### config.mk
export PLATFORM = sky130hd
export DESIGN_NAME = spf_framer
export DESIGN_NICKNAME = d
export VERILOG_FILES = /design/src/spf_pkg.sv /design/src/spf_framer.sv
export VERILOG_INCLUDE_DIRS = /design/src
export SDC_FILE = /design/constraint.sdc
export NUM_CORES = 1
export LEC_CHECK = 0
export ABC_AREA = 1
export BUFFER_PORTS_ARGS = -buffer_cell sky130_fd_sc_hd__buf_2
export CAP_MARGIN = 20
export CORE_AREA = 2 2 298 300
export DETAILED_ROUTE_END_ITERATION = 8
export DIE_AREA = 0 0 300 302
export GPL_ROUTABILITY_DRIVEN = 0
export SLEW_MARGIN = 20
export SYNTH_ARGS = -nofsm -noshare
export SYNTH_HDL_FRONTEND = slang
export SYNTH_SLANG_ARGS = --single-unit
### constraint.sdc
create_clock -name clk_i -period 8.4 [get_ports clk_i]
set_input_delay 0 -clock clk_i [delete_from_list [all_inputs] [get_ports clk_i]]
set_output_delay 0 -clock clk_i [all_outputs]
set_load 0.03 [all_outputs]
### src/spf_regs.svh
/*
 * register offsets, field positions, reset values, frame layout and limits
 * of the short position report framer.
 * assumes byte-addressed classic wishbone with 32-bit data.
 */
`ifndef SPF_REGS_SVH
`define SPF_REGS_SVH

// ==========================================================
// register byte offsets
`define SPF_OFS_CTRL     8'h00
`define SPF_OFS_IRQ_STAT 8'h04
`define SPF_OFS_IRQ_MASK 8'h08
`define SPF_OFS_RATE     8'h0c
`define SPF_OFS_ID_LO    8'h10
`define SPF_OFS_ID_HI    8'h14

// ==========================================================
// field positions and reset values
`define SPF_CTRL_FILT_BIT  0
`define SPF_CTRL_STOP_BIT  1
`define SPF_EV_REQ_BIT     0
`define SPF_EV_CKS_BIT     1
`define SPF_EV_SENT_BIT    2
`define SPF_EV_W           3
`define SPF_RATE_BUSY_BIT  8
`define SPF_CTRL_RST       1'b1
`define SPF_MASK_RST       3'h0
`define SPF_ID_RST         48'h202020202020

// ==========================================================
// frame layout
`define SPF_REQ_LEN        4'h8
`define SPF_RSP_LEN        6'h36
`define SPF_RSP_CKS_IDX    6'h33
`define SPF_CKS_FIRST_IDX  6'h02
`define SPF_CH_AT          8'h40
`define SPF_CH_H           8'h48
`define SPF_CH_B           8'h62
`define SPF_CH_CR          8'h0d
`define SPF_CH_LF          8'h0a

// ==========================================================
// field limits
`define SPF_LAT_MAX        32'sd324000000
`define SPF_LON_MAX        32'sd648000000
`define SPF_HGT_MAX        32'sd1800000
`define SPF_HGT_MIN        -32'sd100000
`define SPF_SPD_MAX        16'd51400
`define SPF_HDG_MAX        16'd3599

`endif

### src/spf_pkg.sv
/*
 * types shared by the short position report framer.
 * assumes nothing of its surroundings.
 */
package spf_pkg;
	typedef enum logic [1:0] {
		SPF_TX_IDLE,
		SPF_TX_LOAD,
		SPF_TX_SEND
	} spf_tx_state_t;

	typedef logic [7:0] spf_byte_t;
endpackage

### src/spf_framer.sv
/*
 * short position report framer: parses the 8-byte request from the host
 * byte stream, schedules polled or periodic reports on one-second epochs
 * and emits the 54-byte binary response; wishbone slave for control.
 * assumes rx bytes, tx handshake and epoch pulse come from logic on clk_i.
 */
// Local design decisions: the Wishbone slave port and the register offsets.
`timescale 1ns/10ps
`default_nettype none
`include "spf_regs.svh"

// Behaviour
// - rate zero gives exactly one report
// - rate N gives report every N seconds
// - response frame is exactly 54 bytes
// - clamp height and speed when both exceed
// - position may be invalid when over limit
// - filter select picks filtered or raw position
// - latitude signed mas within 324,000,000
// - longitude signed mas within 648,000,000
// - height cm from -100,000 to 1,800,000
// - sea level height always sent zero
// - speeds unsigned cm/s up to 51400
// - heading tenths of degree up to 3599
// - status bits 2-1 carry antenna sense
module spf_framer
	import spf_pkg::*;
#(
	parameter int ADDR_W = 8
) (
	// clock and reset
	input  wire logic               clk_i,
	input  wire logic               rst_i,
	// wishbone slave
	input  wire logic               cyc_i,
	input  wire logic               stb_i,
	input  wire logic               we_i,
	input  wire logic [ADDR_W-1:0]  adr_i,
	input  wire logic [3:0]         sel_i,
	input  wire logic [31:0]        dat_i,
	output logic      [31:0]        dat_o,
	output logic                    ack_o,
	output logic                    irq_o,
	// host byte stream
	input  wire logic               rx_valid_i,
	input  wire logic [7:0]         rx_data_i,
	output logic                    tx_valid_o,
	output logic      [7:0]         tx_data_o,
	input  wire logic               tx_ready_i,
	// receiver timing
	input  wire logic               epoch_i,
	// date and time
	input  wire logic [7:0]         month_i,
	input  wire logic [7:0]         day_i,
	input  wire logic [15:0]        year_i,
	input  wire logic [7:0]         hour_i,
	input  wire logic [7:0]         minute_i,
	input  wire logic [7:0]         second_i,
	input  wire logic [31:0]        frac_ns_i,
	// position solutions
	input  wire logic signed [31:0] lat_filt_i,
	input  wire logic signed [31:0] lon_filt_i,
	input  wire logic signed [31:0] hgt_filt_i,
	input  wire logic signed [31:0] lat_raw_i,
	input  wire logic signed [31:0] lon_raw_i,
	input  wire logic signed [31:0] hgt_raw_i,
	// velocity and geometry
	input  wire logic [15:0]        speed_3d_i,
	input  wire logic [15:0]        speed_2d_i,
	input  wire logic [15:0]        heading_i,
	input  wire logic [15:0]        geometry_dilution_i,
	input  wire logic [7:0]         sats_visible_i,
	input  wire logic [7:0]         sats_tracked_i,
	// receiver status
	input  wire logic [15:0]        rcv_status_i,
	input  wire logic [1:0]         antenna_sense_i
);

	// ==========================================================
	// elaboration check
	if (ADDR_W < 5) begin : g_chk
		$error("spf_framer: ADDR_W too small for register map");
	end

	// ==========================================================
	// wishbone slave
	logic                 ack_q;
	logic [31:0]          dat_q;
	logic                 filt_sel_q;
	logic [`SPF_EV_W-1:0] ev_stat_q;
	logic [`SPF_EV_W-1:0] ev_mask_q;
	logic [47:0]          id_tag_q;
	logic [7:0]           rate_q;
	logic                 busy_w;

	wire         req_w      = cyc_i && stb_i && !ack_q;
	wire         wr_w       = req_w && we_i;
	wire [7:0]   adr8_w     = 8'(adr_i);
	wire         hit_ctrl_w = (adr8_w == `SPF_OFS_CTRL);
	wire         hit_stat_w = (adr8_w == `SPF_OFS_IRQ_STAT);
	wire         hit_mask_w = (adr8_w == `SPF_OFS_IRQ_MASK);
	wire         hit_rate_w = (adr8_w == `SPF_OFS_RATE);
	wire         hit_idlo_w = (adr8_w == `SPF_OFS_ID_LO);
	wire         hit_idhi_w = (adr8_w == `SPF_OFS_ID_HI);
	wire [31:0]  lane_w     = {{8{sel_i[3]}}, {8{sel_i[2]}}, {8{sel_i[1]}}, {8{sel_i[0]}}};
	wire [31:0]  wmask_w    = dat_i & lane_w;
	// stop request cancels periodic output; the same write also loads the filter choice from bit 0
	wire         stop_w     = wr_w && hit_ctrl_w && wmask_w[`SPF_CTRL_STOP_BIT];
	wire [31:0]  id_lo_w    = id_tag_q[31:0];
	wire [31:0]  id_lo_d    = (id_lo_w & ~lane_w) | wmask_w;
	wire [15:0]  id_hi_d    = (id_tag_q[47:32] & ~lane_w[15:0]) | wmask_w[15:0];

	logic [31:0] rd_w;
	always_comb begin
		if (hit_ctrl_w) begin
			rd_w = {31'h0, filt_sel_q};
		end else if (hit_stat_w) begin
			rd_w = {29'h0, ev_stat_q};
		end else if (hit_mask_w) begin
			rd_w = {29'h0, ev_mask_q};
		end else if (hit_rate_w) begin
			rd_w = {23'h0, busy_w, rate_q};
		end else if (hit_idlo_w) begin
			rd_w = id_lo_w;
		end else if (hit_idhi_w) begin
			rd_w = {16'h0, id_tag_q[47:32]};
		end else begin
			rd_w = 32'h0;
		end
	end

	always_ff @(posedge clk_i) begin
		if (rst_i) begin
			ack_q      <= 1'b0;
			dat_q      <= 32'h0;
			filt_sel_q <= `SPF_CTRL_RST;
			ev_mask_q  <= `SPF_MASK_RST;
			id_tag_q   <= `SPF_ID_RST;
		end else begin
			ack_q <= req_w;
			dat_q <= req_w ? rd_w : 32'h0;
			if (wr_w && hit_ctrl_w && sel_i[0]) begin
				filt_sel_q <= dat_i[`SPF_CTRL_FILT_BIT];
			end
			if (wr_w && hit_mask_w && sel_i[0]) begin
				ev_mask_q <= dat_i[`SPF_EV_W-1:0];
			end
			if (wr_w && hit_idlo_w) begin
				id_tag_q[31:0] <= id_lo_d;
			end
			if (wr_w && hit_idhi_w) begin
				id_tag_q[47:32] <= id_hi_d;
			end
		end
	end

	assign ack_o = ack_q;
	assign dat_o = dat_q;

	// ==========================================================
	// request parser
	logic [2:0] rx_idx_q;
	logic [7:0] rx_rate_q;
	logic [7:0] rx_cks_q;
	logic       rx_cks_ok_q;
	logic       acc_q;
	logic       cks_err_q;

	wire [7:0] rx_exp_w = (rx_idx_q <= 3'd1) ? `SPF_CH_AT :
	                      (rx_idx_q == 3'd2) ? `SPF_CH_H :
	                      (rx_idx_q == 3'd3) ? `SPF_CH_B :
	                      (rx_idx_q == 3'd6) ? `SPF_CH_CR : `SPF_CH_LF;
	wire       rx_free_w = (rx_idx_q == 3'd4) || (rx_idx_q == 3'd5);
	wire       rx_match_w = rx_free_w || (rx_data_i == rx_exp_w);
	wire       rx_last_w = (rx_idx_q == 3'(`SPF_REQ_LEN - 4'h1));
	wire [2:0] rx_resync_w = (rx_data_i == `SPF_CH_AT) ? 3'd1 : 3'd0;

	always_ff @(posedge clk_i) begin
		if (rst_i) begin
			rx_idx_q    <= 3'd0;
			rx_rate_q   <= 8'h0;
			rx_cks_q    <= 8'h0;
			rx_cks_ok_q <= 1'b0;
			acc_q       <= 1'b0;
			cks_err_q   <= 1'b0;
		end else begin
			acc_q     <= 1'b0;
			cks_err_q <= 1'b0;
			if (rx_valid_i) begin
				if (!rx_match_w) begin
					rx_idx_q <= rx_resync_w;
				end else if (rx_last_w) begin
					rx_idx_q  <= 3'd0;
					acc_q     <= rx_cks_ok_q;
					cks_err_q <= !rx_cks_ok_q;
				end else begin
					rx_idx_q <= rx_idx_q + 3'd1;
				end
				if (rx_idx_q == 3'd2) begin
					rx_cks_q <= rx_data_i;
				end else if (rx_idx_q <= 3'd4) begin
					rx_cks_q <= rx_cks_q ^ rx_data_i;
				end
				if (rx_idx_q == 3'd4) begin
					rx_rate_q <= rx_data_i;
				end
				if (rx_idx_q == 3'd5) begin
					rx_cks_ok_q <= (rx_data_i == rx_cks_q);
				end
			end
		end
	end

	// ==========================================================
	// report scheduling
	logic [7:0]    epoch_cnt_q;
	logic          pend_q;
	spf_tx_state_t tx_state_q;

	wire [7:0] epoch_nxt_w = epoch_cnt_q + 8'd1;
	wire       periodic_w  = (rate_q != 8'h0);
	wire       due_w       = epoch_i && periodic_w && (epoch_nxt_w == rate_q);
	wire       start_w     = pend_q && (tx_state_q == SPF_TX_IDLE);

	always_ff @(posedge clk_i) begin
		if (rst_i) begin
			rate_q      <= 8'h0;
			epoch_cnt_q <= 8'h0;
			pend_q      <= 1'b0;
		end else begin
			if (acc_q) begin
				rate_q      <= rx_rate_q;
				epoch_cnt_q <= 8'h0;
			end else if (stop_w) begin
				rate_q <= 8'h0;
			end else if (epoch_i && periodic_w) begin
				epoch_cnt_q <= due_w ? 8'h0 : epoch_nxt_w;
			end
			// a new trigger in the start cycle wins over the clear
			if (acc_q || due_w) begin
				pend_q <= 1'b1;
			end else if (start_w) begin
				pend_q <= 1'b0;
			end
		end
	end

	// ==========================================================
	// field conditioning
	wire signed [31:0] lat_w = filt_sel_q ? lat_filt_i : lat_raw_i;
	wire signed [31:0] lon_w = filt_sel_q ? lon_filt_i : lon_raw_i;
	wire signed [31:0] hgt_w = filt_sel_q ? hgt_filt_i : hgt_raw_i;
	wire over_w = (hgt_w > `SPF_HGT_MAX) && (speed_3d_i > `SPF_SPD_MAX);

	// position is passed on clamped only; it is not trusted when over_w holds
	wire signed [31:0] lat_c = (lat_w > `SPF_LAT_MAX) ? `SPF_LAT_MAX :
	                           (lat_w < -`SPF_LAT_MAX) ? -`SPF_LAT_MAX : lat_w;
	wire signed [31:0] lon_c = (lon_w > `SPF_LON_MAX) ? `SPF_LON_MAX :
	                           (lon_w < -`SPF_LON_MAX) ? -`SPF_LON_MAX : lon_w;
	wire signed [31:0] hgt_c = (over_w || hgt_w > `SPF_HGT_MAX) ? `SPF_HGT_MAX :
	                           (hgt_w < `SPF_HGT_MIN) ? `SPF_HGT_MIN : hgt_w;
	wire [15:0] spd3_c = (over_w || speed_3d_i > `SPF_SPD_MAX) ? `SPF_SPD_MAX : speed_3d_i;
	wire [15:0] spd2_c = (over_w || speed_2d_i > `SPF_SPD_MAX) ? `SPF_SPD_MAX : speed_2d_i;
	wire [15:0] hdg_c  = (heading_i > `SPF_HDG_MAX) ? `SPF_HDG_MAX : heading_i;
	wire [15:0] stat_c = {rcv_status_i[15:13], 2'b00, rcv_status_i[10:3],
	                      antenna_sense_i, rcv_status_i[0]};

	// whole response, byte 0 in the top bits; checksum slot filled at send time
	wire [`SPF_RSP_LEN*8-1:0] frame_w = {
		`SPF_CH_AT, `SPF_CH_AT, `SPF_CH_H, `SPF_CH_B,
		month_i, day_i, year_i, hour_i, minute_i, second_i, frac_ns_i,
		lat_c, lon_c, hgt_c,
		32'h0,
		spd3_c, spd2_c, hdg_c, geometry_dilution_i,
		sats_visible_i, sats_tracked_i, stat_c, 16'h0,
		id_tag_q, 8'h0, `SPF_CH_CR, `SPF_CH_LF};

	// ==========================================================
	// response transmitter
	logic [`SPF_RSP_LEN*8-1:0] frame_q;
	logic [5:0]                tx_idx_q;
	logic [7:0]                tx_cks_q;
	logic [7:0]                tx_data_q;
	logic                      tx_valid_q;
	logic                      sent_q;

	wire [8:0] tx_bit_w  = {6'(`SPF_RSP_LEN - 6'h1 - tx_idx_q), 3'b000};
	wire [7:0] tx_byte_w = frame_q[tx_bit_w +: 8];
	wire       is_cks_w  = (tx_idx_q == `SPF_RSP_CKS_IDX);
	wire       in_cks_w  = (tx_idx_q >= `SPF_CKS_FIRST_IDX) && !is_cks_w && !(tx_idx_q > `SPF_RSP_CKS_IDX);
	wire       tx_fire_w = tx_valid_q && tx_ready_i;
	wire       tx_end_w  = (tx_idx_q == `SPF_RSP_LEN - 6'h1);

	assign busy_w = (tx_state_q != SPF_TX_IDLE);

	always_ff @(posedge clk_i) begin
		if (rst_i) begin
			tx_state_q <= SPF_TX_IDLE;
			frame_q    <= '0;
			tx_idx_q   <= 6'h0;
			tx_cks_q   <= 8'h0;
			tx_data_q  <= 8'h0;
			tx_valid_q <= 1'b0;
			sent_q     <= 1'b0;
		end else begin
			sent_q <= 1'b0;
			case (tx_state_q)
				SPF_TX_IDLE: begin
					if (start_w) begin
						frame_q    <= frame_w;
						tx_idx_q   <= 6'h0;
						tx_cks_q   <= 8'h0;
						tx_state_q <= SPF_TX_LOAD;
					end
				end
				SPF_TX_LOAD: begin
					tx_data_q  <= is_cks_w ? tx_cks_q : tx_byte_w;
					tx_valid_q <= 1'b1;
					if (in_cks_w) begin
						tx_cks_q <= tx_cks_q ^ tx_byte_w;
					end
					tx_state_q <= SPF_TX_SEND;
				end
				SPF_TX_SEND: begin
					if (tx_fire_w) begin
						tx_valid_q <= 1'b0;
						tx_idx_q   <= tx_idx_q + 6'h1;
						if (tx_end_w) begin
							tx_state_q <= SPF_TX_IDLE;
							sent_q     <= 1'b1;
						end else begin
							tx_state_q <= SPF_TX_LOAD;
						end
					end
				end
				default: begin
					tx_state_q <= SPF_TX_IDLE;
				end
			endcase
		end
	end

	assign tx_valid_o = tx_valid_q;
	assign tx_data_o  = tx_data_q;

	// ==========================================================
	// interrupts
	logic irq_q;
	wire [`SPF_EV_W-1:0] ev_set_w = {sent_q, cks_err_q, acc_q};
	wire [`SPF_EV_W-1:0] ev_clr_w = (wr_w && hit_stat_w && sel_i[0]) ?
	                                dat_i[`SPF_EV_W-1:0] : {`SPF_EV_W{1'b0}};
	// a set in the clearing cycle wins so no event is lost
	wire [`SPF_EV_W-1:0] ev_stat_d = (ev_stat_q & ~ev_clr_w) | ev_set_w;

	always_ff @(posedge clk_i) begin
		if (rst_i) begin
			ev_stat_q <= {`SPF_EV_W{1'b0}};
			irq_q     <= 1'b0;
		end else begin
			ev_stat_q <= ev_stat_d;
			irq_q     <= |(ev_stat_d & ev_mask_q);
		end
	end

	assign irq_o = irq_q;

endmodule
`default_nettype wire

==> impl_metrics.json <==
{
  "grt-ovfl-total": 0,
  "hold_viol": 1,
  "synthesis.nets": 3881,
  "wl_mm": 100,
  "maxCapViolations": 0,
  "clk_root_buffer_cell": "clkbuf_16",
  "viasPerCell": 4.74,
  "clock_skew_ns": 0.0331,
  "async_flop_share_pct": 0,
  "clkTransAtPathRegs_ns": 0.07,
  "synth_warnings": 0,
  "yosys-top-cells-area": "dfxtp_1 41%, nand2_1 15%, o21ai_0 6.6%",
  "cts-buffers-inserted": 55,
  "fin_setup_tns_ns": 0,
  "start_util_pct": 26.8,
  "hold_ws_ns": -0.00890,
  "antenna_found_initial": 6,
  "ant_nets": 0,
  "min_period_ns": 5.14,
  "crit_family": "buffers and inverters",
  "hp-class": "in2reg",
  "cts.sinks": 481,
  "hpwl_mm": 69.4,
  "rows": 109,
  "die_area_um2": 90600,
  "cts_tree": "done",
  "io_buffers": 476,
  "ir_drop_uv": 164,
  "first_pass_iters": 5,
  "crit_buf_inv": 4,
  "r2r-start": "filt_sel_q",
  "cts.repair.resized": 0,
  "fp.dieH_um": 302,
  "cellPowerDensity_nw_per_um2": 162,
  "rsz0062_at_grt": "no",
  "cts.htree.levels": 2,
  "critPathMaxStageDelay_ns": 0.77,
  "grt_pass1_vias": 25000,
  "drc_errors": 0,
  "worstPathMaxFanout": 101,
  "p_leak_uw": 0.0143,
  "yosysUniqueCellTypes": 58,
  "multi_input_area_um2": 11500,
  "synth_top_area_share_pct": 41.1,
  "drive_above_1_share_pct": 15.6,
  "grt_pass1_wl_mm": 148,
  "syn_inst": 3428,
  "core_region_area_um2": 87600,
  "synth-seq-cells": 481,
  "die_width_um": 300,
  "drt_iter0_drc": 1946,
  "syn_area_um2": 23400,
  "hp-start": "lon_filt_i[1]",
  "yosys.area.top_type": "dfxtp_1",
  "seq_area_um2": 9640,
  "fin_nets": 4681,
  "synth_seq_area_share_pct": 41.1,
  "worstPathArrival_ns": 5.70,
  "critPathKind": "reg2reg",
  "violations": "negative hold slack",
  "maxSlewViolCount": 0,
  "cp_slowest_cell": "nor2_1",
  "yosysMostFrequentCell": "nand2_1",
  "cts_max_path_buffers": 3,
  "worst_pin_slew_ns": 1.07,
  "finalCritPeriodShare_pct": 61.2,
  "crit_path_start": "filt_sel_q",
  "final_core_utilization_pct": 37.7,
  "ys.flop_type": "dfxtp_1",
  "synth_common_cells": "946 x nand2_1, 481 x dfxtp_1, 384 x inv_1",
  "grt_max_degree": 102,
  "cp.required_ns": 8.96,
  "synth-edff-count": 0,
  "grtUsageTotal_pct": 21.3,
  "fmax_mhz": 194,
  "routedWlPerCell_um": 18.5,
  "fill_cells": 9126,
  "num_io_pins": 481,
  "status": "complete, but fails checks",
  "startpoint_type": "flip-flop",
  "crit_path_end_kind": "flip-flop",
  "setup_viol": 0,
  "vias": 25800,
  "insertion_delay_ns": 0.64,
  "max_slew_margin_pct": 28.6,
  "avgSynthCellArea_um2": 6.84,
  "power_uw": 5360,
  "syn2layout_area_growth_pct": 40.9,
  "crit_chain": "buf_4 -> o21ai_0 -> dlygate4sd3_1 -> inv_1 -> nand3_1 -> nand2_1 -> a21oi_1 -> or3_1 -> ha_1 -> nor2_1 -> a22oi_1 -> a21oi_1 -> dlygate4sd3_1"
}
## power breakdown
| group | switching [uW] | internal, uW | total, uW |
|---|---|---|---|
| sequential | 3.58 | 2280 | 2290 |
| clock | 1060 | 1550 | 2610 |
| combinational | 228 | 240 | 467 |
| total | 1290 | 4070 | 5360 |
## routing by layer
layer | part of all wire [%] | GRT usage [%]
met5 | 0 | 0
met4 | 4.1 | 8.76
met3 | 5.5 | 3.09
met2 | 48 | 36.7
met1 | 43 | 26.6
## worst min-delay path: cells and delay by family
family                 cells  cell delay, ns
buffers and inverters      2            0.13
AO/OA/AOI/OAI              2            0.25
AND/OR/NAND/NOR            2            0.19
## final timing paths
check	to	slack, ns	depth (start not counted)
min reg2reg	cks_err_q	0.44	1
max	frame_q[226]	3.26	13
max reg2reg	frame_q[226]	3.26	13
min	frame_q[249]	-0.009	6
## what timing repair did
item | in CTS | in global routing
hold endpoints to repair | 357 | 0
buffers inserted | 0 | 0
hold buffers | 440 | 0
## flip-flops by register name, indices dropped and copies added, names as in the netlist, 3 cells and up, named ones only
register / count
tx_data_o: 8
rx_idx_q: 3
dat_o: 32
rate_q: 8
ev_stat_q: 3
ev_mask_q: 3
tx_cks_q: 8
tx_idx_q: 6
epoch_cnt_q: 8
rx_rate_q: 8
rx_cks_q: 8
frame_q: 327
## area by class of cell
cell class                 instances  area share (%)
multi-input combinational       2354            34.7
sequential                       481            29.2
timing repair buffer             942            21.2
clock buffer                      73            4.67
inverter                         394            4.50
tap                             1165            4.41
clock inverter                    26            1.29
antenna                            4          0.0303
## kinds of logic after synthesis
| group | count (synthesis) | synth area share [%] |
|---|---|---|
| flops | 481 | 41.1 |
| compound gates | 793 | 20.4 |
| xor+xnor | 15 | 0.560 |
| simple gates | 1528 | 26.9 |
| mux | 3 | 0.128 |
| buf+inv | 593 | 10.2 |
| fa+ha+maj | 15 | 0.800 |
## layout by cell type, fill, tap and decap left out, types with 6 or more instances in the layout
master	n
nand4_1	31
a22o_1	83
o221ai_1	6
o21ai_2	8
nor4_1	12
bufinv_16	8
a221oi_1	6
clkinvlp_4	6
o21ai_1	20
nand2_1	945
nor3_1	33
xor2_1	6
a21oi_1	193
or2_2	15
dlygate4sd3_1	440
a22oi_1	23
buf_2	475
buf_4	26
clkbuf_16	55
nor2_1	257
nand3b_1	9
clkbuf_1	8
o32ai_1	6
a21oi_2	25
nand3_1	189
o21ai_0	309
o211ai_1	45
o22ai_1	39
dfxtp_1	478
clkinv_2	6
xnor2_1	9
or2_1	13
inv_1	383
ha_1	15
clkbuf_8	10
## metrics by stage
| stage | area (um^2) | setup slack, ns | instances | hold slack [ns] |
|---|---|---|---|---|
| 2_1_floorplan | 23400 | 5.60 | 3428 | 0.0908 |
| 3_5_place_dp | 26600 | 4.09 | 4895 | 0.205 |
| 3_3_place_gp | 26600 | 4.13 | 4895 | 0.204 |
| 6_report | 33000 | 3.26 | 5439 | -0.00890 |
| 4_1_cts | 33000 | 3.26 | 5434 | 0.00344 |
| 5_1_grt | 33000 | 2.80 | 5438 | 0.0389 |
No activity file was read; power rests on OpenSTA's default activity.
